===== src/rtl/rpf_params.svh =====
// Address map, field layout and packet constants of the report framer.
`ifndef RPF_PARAMS_SVH
`define RPF_PARAMS_SVH
// Register byte offsets; paddr[7] set selects the report memory window.
`define RPF_A_CTRL   8'h00
`define RPF_A_STAT   8'h04
`define RPF_A_SSRC   8'h08
`define RPF_A_PKTS   8'h0C
`define RPF_A_OCTS   8'h10
`define RPF_A_LSR    8'h14
`define RPF_A_RTT    8'h18
`define RPF_A_RXSRC  8'h1C
`define RPF_A_WIN    7
// Control register fields.
`define RPF_C_GO     0
`define RPF_C_KIND   2:1
`define RPF_C_RC     6:4
`define RPF_C_CLR    7
`define RPF_C_CNW    11:8
// Status register fields.
`define RPF_S_BUSY   0
`define RPF_S_SRSEEN 1
`define RPF_S_RXERR  2
`define RPF_S_RTTV   3
`define RPF_S_KIND   5:4
// Packet constants.
`define RPF_VER      2'h2
`define RPF_PT_SR    8'hC8
`define RPF_PT_RR    8'hC9
`define RPF_PT_SDES  8'hCA
`define RPF_CNAME    8'h01
`define RPF_HDR_W    6'h02
`define RPF_SI_W     6'h05
`define RPF_SR_BASE  6'h07
`define RPF_LAST_SUB 3'h5
`define RPF_LAST_BYT 2'h3
`define RPF_MAX_RC   3'h4
`define RPF_MAX_CNW  4'h8
`define RPF_CN_BASE  5'h18
`define RPF_MIN_OCT  16'h0008
`define RPF_RX_WSAT  8'hFF
`endif


===== src/rtl/rpf_pkg.sv =====
// Types shared by the report framer files.
package rpf_pkg;
  typedef enum logic [1:0] {
    RPF_K_SR   = 2'b00,
    RPF_K_RR   = 2'b01,
    RPF_K_SDES = 2'b10,
    RPF_K_NONE = 2'b11
  } rpf_kind_t;
  typedef enum logic [1:0] {
    RPF_T_IDLE  = 2'b00,
    RPF_T_FETCH = 2'b01,
    RPF_T_LOAD  = 2'b10,
    RPF_T_SEND  = 2'b11
  } rpf_tx_t;
endpackage : rpf_pkg


===== src/rtl/rpf_mem.sv =====
// Report block and description item memory with registered read data.
`timescale 1ns/10ps
`default_nettype none
module rpf_mem #(
  parameter int W  = 32,
  parameter int AW = 5
) (
  // Clock and reset
  input  wire logic          pclk,
  input  wire logic          presetn,
  // Write port
  input  wire logic          we,
  input  wire logic [AW-1:0] waddr,
  input  wire logic [W-1:0]  wdata,
  // Read port
  input  wire logic [AW-1:0] raddr,
  output logic      [W-1:0]  rdata
);
  logic [W-1:0] mem [0:(1<<AW)-1];

  always_ff @(posedge pclk) begin
    if (we) begin
      mem[waddr] <= wdata;
    end
  end

  always_ff @(posedge pclk or negedge presetn) begin
    if (!presetn) begin
      rdata <= '0;
    end else begin
      rdata <= mem[raddr];
    end
  end
endmodule : rpf_mem
`default_nettype wire


===== src/rtl/rpf_framer.sv =====
// Report packet framer: builds and parses SR, RR and SDES packets.
// Notes on behaviour
// Sender Report opens with an eight-octet header, then sender info, blocks.
// The 5-bit report count equals the number of report blocks carried.
// Sender Report packet type is 200; incoming 200 is classed as SR.
// Length field is packet size in 32-bit words minus one.
// NTP field holds wall clock time at the moment of sending.
// RTP timestamp field marks the same instant in media units.
// A 32-bit count of media packets sent goes into each SR.
// A 32-bit count of payload octets sent goes into each SR.
// Each report block opens with the SSRC it describes.
// Fraction lost is an 8-bit fully fractional unsigned value.
// Cumulative loss is a 24-bit count per source.
// Extended highest sequence: wrap count high, sequence low.
// Jitter is a 32-bit unsigned value in timestamp units.
// Last-SR field is NTP bits 47..16 of the latest SR received.
// Delay since last SR counts 1/65536 s from that SR to now.
// Receiver Report uses type 201 and drops the five sender-info words.
// SDES uses type 202; its source count equals its chunk count.
// An SDES chunk is one identifier followed by zero or more items.
// Source descriptions carry a canonical name item.
// Round trip delay is arrival time minus last-SR minus delay field.
// Every header opens with the 2-bit version field.
// With padding set, the last octet counts padding octets to drop.
// Octets go out in numbered order, first octet first.
// Fields go most significant octet first; short packets are rejected.
`timescale 1ns/10ps
`default_nettype none
`include "rpf_params.svh"
module rpf_framer #(
  parameter int MEM_AW = 5
) (
  // Clock and reset
  input  wire logic        pclk,
  input  wire logic        presetn,
  // APB slave
  input  wire logic        psel,
  input  wire logic        penable,
  input  wire logic        pwrite,
  input  wire logic [7:0]  paddr,
  input  wire logic [31:0] pwdata,
  output logic      [31:0] prdata,
  output logic             pready,
  output logic             pslverr,
  // Media stream manager
  input  wire logic [63:0] ntp_time,
  input  wire logic [31:0] rtp_time,
  input  wire logic        media_pkt_sent,
  input  wire logic [15:0] media_payload_octets,
  // Outgoing report octets
  output logic      [7:0]  tx_data,
  output logic             tx_valid,
  output logic             tx_last,
  input  wire logic        tx_ready,
  // Incoming report octets
  input  wire logic [7:0]  rx_data,
  input  wire logic        rx_valid,
  input  wire logic        rx_last,
  output logic      [1:0]  rx_kind,
  output logic             rx_good
);
  // ==========================================================
  // APB decode
  // ==========================================================
  wire        setup_q  = psel & penable & ~pready;
  wire        acc      = psel & penable & pready;
  wire        wr       = acc & pwrite;
  wire        in_win   = paddr[`RPF_A_WIN];
  wire        reg_ok   = (paddr[6:5] == 2'h0) & (paddr[1:0] == 2'h0);
  wire        hit      = (in_win & (paddr[1:0] == 2'h0)) | reg_ok;
  wire        wr_ctrl  = wr & ~in_win & (paddr == `RPF_A_CTRL);
  wire        wr_stat  = wr & ~in_win & (paddr == `RPF_A_STAT);
  wire        wr_ssrc  = wr & ~in_win & (paddr == `RPF_A_SSRC);
  wire        wr_mem   = wr & in_win & hit;
  wire        go       = wr_ctrl & pwdata[`RPF_C_GO];
  wire        clr_cnt  = wr_ctrl & pwdata[`RPF_C_CLR];
  wire [1:0]  go_kind  = pwdata[`RPF_C_KIND];
  wire [2:0]  go_rc    = pwdata[`RPF_C_RC];
  wire [3:0]  go_cnw   = pwdata[`RPF_C_CNW];

  logic [1:0]  kind_reg;
  logic [2:0]  rc_reg;
  logic [3:0]  cnw_reg;
  logic [31:0] ssrc_reg;
  logic [31:0] pkts_reg;
  logic [31:0] octs_reg;
  logic [31:0] lsr_reg;
  logic [31:0] arr_reg;
  logic [31:0] rtt_reg;
  logic [31:0] rxsrc_reg;
  logic        sr_seen_reg;
  logic        rtt_v_reg;
  logic        rx_err_reg;
  logic        busy;
  wire  [31:0] stat_word = {26'h0, rx_kind, rtt_v_reg, rx_err_reg,
                            sr_seen_reg, busy};
  wire  [31:0] ctrl_word = {20'h0, cnw_reg, 1'b0, rc_reg, 1'b0, kind_reg,
                            1'b0};
  wire  [31:0] rd_mux =
      in_win                    ? 32'h0 :
      (paddr == `RPF_A_CTRL)    ? ctrl_word :
      (paddr == `RPF_A_STAT)    ? stat_word :
      (paddr == `RPF_A_SSRC)    ? ssrc_reg :
      (paddr == `RPF_A_PKTS)    ? pkts_reg :
      (paddr == `RPF_A_OCTS)    ? octs_reg :
      (paddr == `RPF_A_LSR)     ? lsr_reg :
      (paddr == `RPF_A_RTT)     ? rtt_reg :
      (paddr == `RPF_A_RXSRC)   ? rxsrc_reg : 32'h0;

  // One wait state: the answer is prepared in the first access cycle.
  always_ff @(posedge pclk or negedge presetn) begin
    if (!presetn) begin
      pready  <= 1'b0;
      prdata  <= 32'h0;
      pslverr <= 1'b0;
    end else begin
      pready  <= setup_q;
      prdata  <= setup_q ? rd_mux : 32'h0;
      pslverr <= setup_q & ~hit;
    end
  end

  always_ff @(posedge pclk or negedge presetn) begin
    if (!presetn) begin
      kind_reg <= 2'h0;
      rc_reg   <= 3'h0;
      cnw_reg  <= 4'h0;
      ssrc_reg <= 32'h0;
    end else begin
      if (wr_ctrl) begin
        kind_reg <= pwdata[`RPF_C_KIND];
        rc_reg   <= pwdata[`RPF_C_RC];
        cnw_reg  <= pwdata[`RPF_C_CNW];
      end
      if (wr_ssrc) begin
        ssrc_reg <= pwdata;
      end
    end
  end

  // ==========================================================
  // Sender counters
  // ==========================================================
  always_ff @(posedge pclk or negedge presetn) begin
    if (!presetn) begin
      pkts_reg <= 32'h0;
      octs_reg <= 32'h0;
    end else if (clr_cnt) begin
      pkts_reg <= 32'h0;
      octs_reg <= 32'h0;
    end else if (media_pkt_sent) begin
      pkts_reg <= pkts_reg + 32'h1;
      octs_reg <= octs_reg + {16'h0, media_payload_octets};
    end
  end

  // ==========================================================
  // Transmit framer
  // ==========================================================
  rpf_pkg::rpf_tx_t   st_reg;
  rpf_pkg::rpf_kind_t k_s;
  logic [2:0]  rc_s;
  logic [3:0]  cnw_s;
  logic [5:0]  widx;
  logic [1:0]  bidx;
  logic [2:0]  blk;
  logic [2:0]  sub;
  logic [31:0] word_reg;
  logic [31:0] bssrc_reg;
  logic [63:0] ntp_s;
  logic [31:0] rtp_s;
  logic [31:0] pkts_s;
  logic [31:0] octs_s;
  logic [31:0] mem_rd;

  assign busy = (st_reg != rpf_pkg::RPF_T_IDLE);

  wire        is_sr   = (k_s == rpf_pkg::RPF_K_SR);
  wire        is_sdes = (k_s == rpf_pkg::RPF_K_SDES);
  wire [5:0]  rc6     = {3'h0, rc_s};
  wire [5:0]  blkw    = (rc6 << 2) + (rc6 << 1);
  wire [5:0]  n_words = is_sdes ? `RPF_HDR_W + {2'h0, cnw_s} :
                        `RPF_HDR_W + (is_sr ? `RPF_SI_W : 6'h0) + blkw;
  wire [5:0]  last_w  = n_words - 6'h1;
  wire [5:0]  blk_b   = is_sr ? `RPF_SR_BASE : `RPF_HDR_W;
  wire        in_blk  = (widx >= blk_b);
  wire [5:0]  cn_off  = widx - `RPF_HDR_W;
  wire [4:0]  blk_adr = {blk, 2'h0} + {1'b0, blk, 1'b0} + {2'h0, sub};
  wire [4:0]  rd_adr  = is_sdes ? `RPF_CN_BASE + cn_off[4:0] : blk_adr;
  wire [7:0]  pt_tx   = is_sr ? `RPF_PT_SR :
                        is_sdes ? `RPF_PT_SDES : `RPF_PT_RR;
  wire [4:0]  cnt_tx  = is_sdes ? 5'h1 : {2'h0, rc_s};
  wire [31:0] hdr_w   = {`RPF_VER, 1'b0, cnt_tx, pt_tx,
                         {10'h0, last_w}};
  wire        own_lsr = sr_seen_reg & (bssrc_reg == rxsrc_reg);
  wire [31:0] dlsr    = ntp_s[47:16] - arr_reg;

  logic [31:0] tx_word;
  always_comb begin
    tx_word = mem_rd;
    if (widx == 6'h0) begin
      tx_word = hdr_w;
    end else if (widx == 6'h1) begin
      tx_word = ssrc_reg;
    end else if (is_sdes) begin
      if (widx == `RPF_HDR_W) begin
        tx_word = {`RPF_CNAME, mem_rd[23:0]};
      end
    end else if (!in_blk) begin
      case (widx)
        6'h2:    tx_word = ntp_s[63:32];
        6'h3:    tx_word = ntp_s[31:0];
        6'h4:    tx_word = rtp_s;
        6'h5:    tx_word = pkts_s;
        default: tx_word = octs_s;
      endcase
    end else if (own_lsr && sub == 3'h4) begin
      tx_word = lsr_reg;
    end else if (own_lsr && sub == `RPF_LAST_SUB) begin
      tx_word = dlsr;
    end
  end

  rpf_mem #(
    .W  (32),
    .AW (MEM_AW)
  ) u_mem (
    .pclk    (pclk),
    .presetn (presetn),
    .we      (wr_mem),
    .waddr   (paddr[MEM_AW+1:2]),
    .wdata   (pwdata),
    .raddr   (rd_adr),
    .rdata   (mem_rd)
  );

  wire tx_take = tx_valid & tx_ready;
  wire wd_end  = tx_take & (bidx == `RPF_LAST_BYT);

  always_ff @(posedge pclk or negedge presetn) begin
    if (!presetn) begin
      st_reg <= rpf_pkg::RPF_T_IDLE;
      widx   <= 6'h0;
      bidx   <= 2'h0;
      blk    <= 3'h0;
      sub    <= 3'h0;
    end else begin
      case (st_reg)
        rpf_pkg::RPF_T_IDLE: begin
          widx <= 6'h0;
          blk  <= 3'h0;
          sub  <= 3'h0;
          if (go) begin
            st_reg <= rpf_pkg::RPF_T_FETCH;
          end
        end
        rpf_pkg::RPF_T_FETCH: st_reg <= rpf_pkg::RPF_T_LOAD;
        rpf_pkg::RPF_T_LOAD: begin
          bidx   <= 2'h0;
          st_reg <= rpf_pkg::RPF_T_SEND;
        end
        rpf_pkg::RPF_T_SEND: begin
          if (tx_take) begin
            bidx <= bidx + 2'h1;
          end
          if (wd_end && widx == last_w) begin
            st_reg <= rpf_pkg::RPF_T_IDLE;
          end else if (wd_end) begin
            widx   <= widx + 6'h1;
            st_reg <= rpf_pkg::RPF_T_FETCH;
            if (in_blk && !is_sdes) begin
              sub <= (sub == `RPF_LAST_SUB) ? 3'h0 : sub + 3'h1;
              blk <= (sub == `RPF_LAST_SUB) ? blk + 3'h1 : blk;
            end
          end
        end
        default: st_reg <= rpf_pkg::RPF_T_IDLE;
      endcase
    end
  end

  // Snapshots freeze kind, block and item counts, times and sender counters at the send request.
  always_ff @(posedge pclk or negedge presetn) begin
    if (!presetn) begin
      k_s    <= rpf_pkg::RPF_K_SR;
      rc_s   <= 3'h0;
      cnw_s  <= 4'h0;
      ntp_s  <= 64'h0;
      rtp_s  <= 32'h0;
      pkts_s <= 32'h0;
      octs_s <= 32'h0;
    end else if (go && !busy) begin
      k_s    <= (go_kind == rpf_pkg::RPF_K_NONE) ? rpf_pkg::RPF_K_RR :
                rpf_pkg::rpf_kind_t'(go_kind);
      rc_s   <= (go_rc > `RPF_MAX_RC) ? `RPF_MAX_RC : go_rc;
      cnw_s  <= (go_cnw > `RPF_MAX_CNW) ? `RPF_MAX_CNW : go_cnw;
      ntp_s  <= ntp_time;
      rtp_s  <= rtp_time;
      pkts_s <= pkts_reg;
      octs_s <= octs_reg;
    end
  end

  always_ff @(posedge pclk or negedge presetn) begin
    if (!presetn) begin
      word_reg  <= 32'h0;
      bssrc_reg <= 32'h0;
      tx_data   <= 8'h0;
      tx_valid  <= 1'b0;
      tx_last   <= 1'b0;
    end else if (st_reg == rpf_pkg::RPF_T_LOAD) begin
      word_reg <= tx_word << 8;
      tx_data  <= tx_word[31:24];
      tx_valid <= 1'b1;
      tx_last  <= 1'b0;
      if (in_blk && sub == 3'h0) begin
        bssrc_reg <= tx_word;
      end
    end else if (wd_end) begin
      tx_valid <= 1'b0;
      tx_last  <= 1'b0;
    end else if (tx_take) begin
      word_reg <= word_reg << 8;
      tx_data  <= word_reg[31:24];
      tx_last  <= (bidx == 2'h2) & (widx == last_w);
    end
  end

  // ==========================================================
  // Receive parser
  // ==========================================================
  rpf_pkg::rpf_kind_t rk;
  logic [15:0] roc;
  logic [23:0] racc;
  logic [7:0]  rwidx;
  logic        rver_ok;
  logic        rpad;
  logic [4:0]  rcnt;
  logic [15:0] rlen;
  logic [31:0] rsrc;
  logic [2:0]  rblk;
  logic [2:0]  rsub;
  logic        rmatch;
  logic [31:0] rlsr_in;
  logic [31:0] c_lsr;
  logic [31:0] c_arr;
  logic [31:0] c_rtt;
  logic        c_rttv;
  logic        rend_q;
  logic        rok_q;

  wire [31:0] rw     = {racc, rx_data};
  wire        rwd    = rx_valid & (roc[1:0] == `RPF_LAST_BYT);
  wire [31:0] now_m  = ntp_time[47:16];
  wire [7:0]  rbase  = (rk == rpf_pkg::RPF_K_SR) ? 8'h07 : 8'h02;
  wire        rrep   = (rk == rpf_pkg::RPF_K_SR) | (rk == rpf_pkg::RPF_K_RR);
  wire        rinblk = rrep & (rwidx >= rbase) & ({2'h0, rblk} < rcnt);
  wire [15:0] rtot   = roc + 16'h1;
  wire [17:0] rneed  = {rlen + 16'h1, 2'h0};
  wire        rpadok = ~rpad | ((rx_data != 8'h0) &
                       ({8'h0, rx_data} <= rtot));
  wire        rok    = rver_ok & (rtot >= `RPF_MIN_OCT) &
                       ({2'h0, rtot} >= rneed) & rpadok;

  always_ff @(posedge pclk or negedge presetn) begin
    if (!presetn) begin
      rk <= rpf_pkg::RPF_K_NONE;
      roc <= 16'h0;
      racc <= 24'h0;
      rwidx <= 8'h0;
      rver_ok <= 1'b0;
      rpad <= 1'b0;
      rcnt <= 5'h0;
      rlen <= 16'h0;
      rsrc <= 32'h0;
      rblk <= 3'h0;
      rsub <= 3'h0;
      rmatch <= 1'b0;
      rlsr_in <= 32'h0;
      c_lsr <= 32'h0;
      c_arr <= 32'h0;
      c_rtt <= 32'h0;
      c_rttv <= 1'b0;
    end else if (rx_valid) begin
      roc  <= rx_last ? 16'h0 : rtot;
      racc <= {racc[15:0], rx_data};
      if (rwd) begin
        rwidx <= (rwidx == `RPF_RX_WSAT) ? rwidx : rwidx + 8'h1;
        if (rwidx == 8'h0) begin
          rver_ok <= (rw[31:30] == `RPF_VER);
          rpad    <= rw[29];
          rcnt    <= rw[28:24];
          rlen    <= rw[15:0];
          rk      <= (rw[23:16] == `RPF_PT_SR)   ? rpf_pkg::RPF_K_SR :
                     (rw[23:16] == `RPF_PT_RR)   ? rpf_pkg::RPF_K_RR :
                     (rw[23:16] == `RPF_PT_SDES) ? rpf_pkg::RPF_K_SDES :
                     rpf_pkg::RPF_K_NONE;
          rblk    <= 3'h0;
          rsub    <= 3'h0;
          c_rttv  <= 1'b0;
        end else if (rwidx == 8'h1) begin
          rsrc <= rw;
        end else if (rk == rpf_pkg::RPF_K_SR && rwidx == 8'h2) begin
          c_lsr[31:16] <= rw[15:0];
        end else if (rk == rpf_pkg::RPF_K_SR && rwidx == 8'h3) begin
          c_lsr[15:0] <= rw[31:16];
          c_arr       <= now_m;
        end else if (rinblk) begin
          rsub <= (rsub == `RPF_LAST_SUB) ? 3'h0 : rsub + 3'h1;
          rblk <= (rsub == `RPF_LAST_SUB) ? rblk + 3'h1 : rblk;
          if (rsub == 3'h0) begin
            rmatch <= (rw == ssrc_reg);
          end else if (rsub == 3'h4) begin
            rlsr_in <= rw;
          end else if (rsub == `RPF_LAST_SUB && rmatch) begin
            c_rtt  <= now_m - rlsr_in - rw;
            c_rttv <= 1'b1;
          end
        end
      end
      if (rx_last) begin
        rwidx <= 8'h0;
      end
    end
  end

  // Results are committed one cycle after the last octet.
  always_ff @(posedge pclk or negedge presetn) begin
    if (!presetn) begin
      rend_q      <= 1'b0;
      rok_q       <= 1'b0;
      rx_good     <= 1'b0;
      rx_kind     <= 2'h3;
      lsr_reg     <= 32'h0;
      arr_reg     <= 32'h0;
      rxsrc_reg   <= 32'h0;
      sr_seen_reg <= 1'b0;
      rtt_reg     <= 32'h0;
      rtt_v_reg   <= 1'b0;
      rx_err_reg  <= 1'b0;
    end else begin
      rend_q  <= rx_valid & rx_last;
      rok_q   <= rok;
      rx_good <= rend_q & rok_q;
      if (rend_q & rok_q) begin
        rx_kind <= rk;
        if (rk == rpf_pkg::RPF_K_SR) begin
          lsr_reg     <= c_lsr;
          arr_reg     <= c_arr;
          rxsrc_reg   <= rsrc;
          sr_seen_reg <= 1'b1;
        end
        if (c_rttv) begin
          rtt_reg   <= c_rtt;
          rtt_v_reg <= 1'b1;
        end
      end
      // Error flag: a new error wins over a write-one clear.
      rx_err_reg <= (rend_q & ~rok_q) |
                    (rx_err_reg & ~(wr_stat & pwdata[`RPF_S_RXERR]));
    end
  end
endmodule : rpf_framer
`default_nettype wire


===== config.mk =====
export PLATFORM = sky130hd
export DESIGN_NAME = rpf_framer
export DESIGN_NICKNAME = d
export VERILOG_FILES = /design/src/rtl/rpf_pkg.sv /design/src/rtl/rpf_mem.sv /design/src/rtl/rpf_framer.sv
export VERILOG_INCLUDE_DIRS = /design/src /design/src/rtl
export SDC_FILE = /design/constraint.sdc
export NUM_CORES = 2
export LEC_CHECK = 0
export BUFFER_PORTS_ARGS = -buffer_cell sky130_fd_sc_hd__buf_2
export CAP_MARGIN = 20
export CORE_UTILIZATION = 62
export CTS_BUF_LIST = sky130_fd_sc_hd__clkbuf_16
export DETAILED_ROUTE_END_ITERATION = 8
export PLACE_DENSITY_LB_ADDON = 0.1
export SETUP_SLACK_MARGIN = 0.1
export SYNTH_ARGS = -nofsm -noshare
export SYNTH_HDL_FRONTEND = slang
export SYNTH_HIERARCHICAL = 1
export SYNTH_SLANG_ARGS = --single-unit

===== constraint.sdc =====
create_clock -name pclk -period 4.76 [get_ports pclk]
set_input_delay 0.476 -clock pclk [delete_from_list [all_inputs] [get_ports pclk]]
set_output_delay 0.476 -clock pclk [all_outputs]
set_load 0.02 [all_outputs]

==> out/metrics.cfg <==
[synthesis]
synth_edf_count=1024
syn_nets=6900
netlist_area_sq_mm=0.0820
synth.yosys.seq_area_share=0.619
synth_seq_cells=1823
synth_top_flop_cell=edfxtp_1
synth.yosys.warnings=6
synth_cell_types=94
synth_cells=6557
syn_avg_cell_area_sq_um=12.5
synthArstFlopShare=0.438

[detailed_routing]
ant_nets=0
drtIter0Drc=7767
drt_pre_antenna_iters=9
viasPerCell=6.55
routed_wl_mm=261
num_vias=57500
wl_per_cell_um=29.8
drc_errors=0

[finish]
syn2layout_area_growth_pct=13.3
nNetsFinal=7217
fillCellCount=9044
stdcell_count=8788
fin_area_sq_mm=0.0929
reg_top3=u_mem/mem: 1024 flops, ntp_s: 64 flops
drive_gt1_frac=0.146
top_register=u_mem/mem
largest_reg_flops=1024

[global_route]
grt_overflow=0
antenna_found_initial=24
grt_pass1_wl_mm=375
grt_max_degree=172
grt_pass1_vias=54500
grt_usage=0.393

[timing]
period_minus_slack_ns=4.06
timing.final.crit_share=0.854
hold_slack_ns=0.0368
max-slew-margin-rel=0.0897
fin_skew_ns=0.0574
setup_viol=0
rsz0062_at_grt=no
finalHoldViolCount=0
worstMarginPinSlew_ns=1.37
fmax_mhz=246
fin_setup_tns_ns=0
maxSlewViolCount=0

[setup_path]
reg2reg_slack_ns=0.70
slowest_delay_ns=0.58
start_kind=flip-flop
cpMaxStageDelayCell=fa_1
crit_chain=fa_1 -> ha_1 -> inv_1 -> fa_1 -> xnor2_1 -> nor2_1 -> a21oi_1 -> or2_2 -> buf_4 -> nor3_1 -> a31oi_1 -> nand3_1
required_ns=5.41
critPathCaptureType=flip-flop
crit_buf_inv=2
critPathArrivalTime_ns=4.71
worstSetupPathType=reg -> reg
crit_top_cell=fa_1
rr_endpoint=u_mem/rdata[29]$_DFF_PN0_
crit_family=adder cells
cp_max_fo=32
r2r_cells=12
r2r-start=blk[0]$_DFFE_PN0P_

[run_status]
outcome=finished clean

[min_path]
min_path_cells=3
min_to=ntp_s[32]$_DFFE_PN0P_
hold_path.class=in -> reg
hp-start=ntp_time[32]

[run]
max_cap_violations=0

[pwr]
p_total_uw=35100
powerDensity_mw_per_mm2=378
p_leak_uw=0.0369
ir_drop_v=0.000510

[die]
rows=133
die-area_sq_mm=0.134
core-area_sq_mm=0.131
fp.dieW_um=366
die_h_um=366
top_level_ports=216
start_util=0.624

[cts]
clk_pin_slew_ns=0.06
clk_root_buffer_cell=clkbuf_16
cts_buffers=182
cts_tree=done
h-tree-depth=4
insertion_delay_ns=0.83
cts_sinks=1823
clock_tree.buffer_depth=3

[placed_design]
dp.cells=8351
gp_congestion=1.12
portBuffers=215
dpl_cell_area_sq_mm=0.0858
hpwl_mm=181

-- placed cells by master (no fill, tap or decap), types with 25 or more instances in the layout --
| master | synthesis | final |
|---|---|---|
| nand3_1 | 198 | 197 |
| clkinv_2 | 0 | 33 |
| and3_1 | 41 | 39 |
| a211oi_1 | 28 | 28 |
| a222oi_1 | 36 | 36 |
| a22oi_1 | 142 | 142 |
| nand4_1 | 48 | 48 |
| clkinv_1 | 0 | 32 |
| a21o_1 | 58 | 58 |
| dlygate4sd3_1 | 0 | 93 |
| nor2_1 | 230 | 192 |
| a21oi_1 | 265 | 265 |
| mux2i_1 | 572 | 572 |
| ha_1 | 137 | 137 |
| nor2_4 | 0 | 34 |
| nor4_1 | 30 | 27 |
| a221oi_1 | 54 | 54 |
| o21ai_0 | 282 | 281 |
| o22ai_1 | 27 | 27 |
| o21a_1 | 25 | 25 |
| fa_1 | 37 | 37 |
| mux2_2 | 257 | 257 |
| xnor2_1 | 111 | 111 |
| dfrtp_1 | 795 | 795 |
| clkbuf_16 | 0 | 184 |
| a31oi_1 | 67 | 67 |
| o31ai_1 | 29 | 29 |
| a22o_1 | 67 | 67 |
| xor2_1 | 85 | 85 |
| nand2_1 | 957 | 957 |
| buf_4 | 33 | 149 |
| edfxtp_1 | 1024 | 1024 |
| nor3_1 | 80 | 78 |
| buf_12 | 0 | 35 |
| inv_1 | 192 | 226 |
| buf_2 | 43 | 214 |
-- metal layers --
layer | GRT usage | part of all wire | vias to the layer above
met3 | 0.0793 | 0.090 | 724
li1 | - | - | 24800
met5 | 0 | 0.00039 | -
met1 | 0.531 | 0.39 | 28900
met2 | 0.597 | 0.45 | 3100
met4 | 0.226 | 0.069 | 14
-- cells in the mapped netlist (21+ instances only) --
| master | number | area, sq um |
|---|---|---|
| or3_1 | 24 | 150 |
| ha_1 | 137 | 1710 |
| a22o_1 | 67 | 587 |
| dfrtp_1 | 795 | 19900 |
| a31oi_1 | 67 | 419 |
| a21oi_1 | 265 | 1330 |
| o31ai_1 | 29 | 218 |
| a222oi_1 | 36 | 360 |
| inv_1 | 192 | 721 |
| o22ai_1 | 27 | 169 |
| edfxtp_1 | 1024 | 30700 |
| nand4_1 | 48 | 300 |
| nand3_1 | 198 | 991 |
| nor2b_1 | 21 | 131 |
| xor2_1 | 85 | 744 |
| mux2_2 | 257 | 2890 |
| xnor2_1 | 111 | 972 |
| buf_2 | 43 | 215 |
| and3_1 | 41 | 257 |
| buf_1 | 36 | 135 |
| clkbuf_1 | 230 | 863 |
| nor3_1 | 80 | 400 |
| o21a_1 | 25 | 188 |
| a211oi_1 | 28 | 210 |
| nor4_1 | 30 | 188 |
| o21ai_0 | 282 | 1410 |
| a221oi_1 | 54 | 473 |
| buf_4 | 33 | 248 |
| nor2_1 | 230 | 863 |
| a22oi_1 | 142 | 1070 |
| nand2_1 | 957 | 3590 |
| a21o_1 | 58 | 435 |
| fa_1 | 37 | 741 |
| mux2i_1 | 572 | 5730 |
-- logic make-up (layout without fill, tap and decap cells) --
family / after synthesis / after routing / synth area share
other cells: 0 / 7 / 0
flops: 1823 / 1823 / 0.619
buf+inv: 552 / 1021 / 0.0290
mux: 829 / 829 / 0.105
simple gates: 1748 / 1748 / 0.0946
compound gates: 1231 / 1231 / 0.100
fa+ha+maj: 174 / 174 / 0.0300
xor+xnor: 200 / 200 / 0.0221
-- worst max-delay path by stage --
stage,startpoint,to,slack [ns],cells past startpoint
after global routing,k_s[0]$_DFFE_PN0P_,widx[5]$_DFFE_PN0P_,0.49,15
final,blk[0]$_DFFE_PN0P_,u_mem/rdata[29]$_DFF_PN0_,0.70,12
after detailed placement,k_s[0]$_DFFE_PN0P_,widx[5]$_DFFE_PN0P_,0.79,14
after global placement,k_s[0]$_DFFE_PN0P_,widx[5]$_DFFE_PN0P_,0.85,15
after floorplan,k_s[0]$_DFFE_PN0P_,widx[4]$_DFFE_PN0P_,1.24,15
after CTS,k_s[0]$_DFFE_PN0P_,widx[5]$_DFFE_PN0P_,0.76,14
-- per-stage QoR --
| step | utilization | worst slack, ns |
|---|---|---|
| 6_report | 0.707 | 0.696 |
| 4_1_cts | 0.707 | 0.758 |
| 3_3_place_gp | 0.653 | 0.849 |
| 5_1_grt | 0.707 | 0.488 |
| 3_5_place_dp | 0.653 | 0.793 |
| 2_1_floorplan | - | 1.24 |
-- repair_timing --
item,in CTS,in global routing
buffers inserted,0,0
resized for setup,0,0
endpoints found under the hold margin,145,0
hold buffers,93,0
-- tightest hold or removal path, stage by stage --
cell     delay, ns
buf_2         0.18
nand2_1       0.08
nand2_1       0.06
-- layout make-up --
type	instances	area, sq um	share of cell area
clock inverter	152	1540	0.0166
multi-input combinational	4182	29200	0.315
tap	1755	2200	0.0236
clock buffer	184	4600	0.0496
antenna	7	17.5	0.000189
timing repair buffer	493	3840	0.0414
sequential	1823	50700	0.546
inverter	192	721	0.00776
-- where the power goes --
part           switching (uW)  internal, uW
Clock                    6240          8390
Sequential                665         17000
Combinational            1680          1110
Total                    8580         26500
Note: power is estimated with default switching activity, not from simulation.
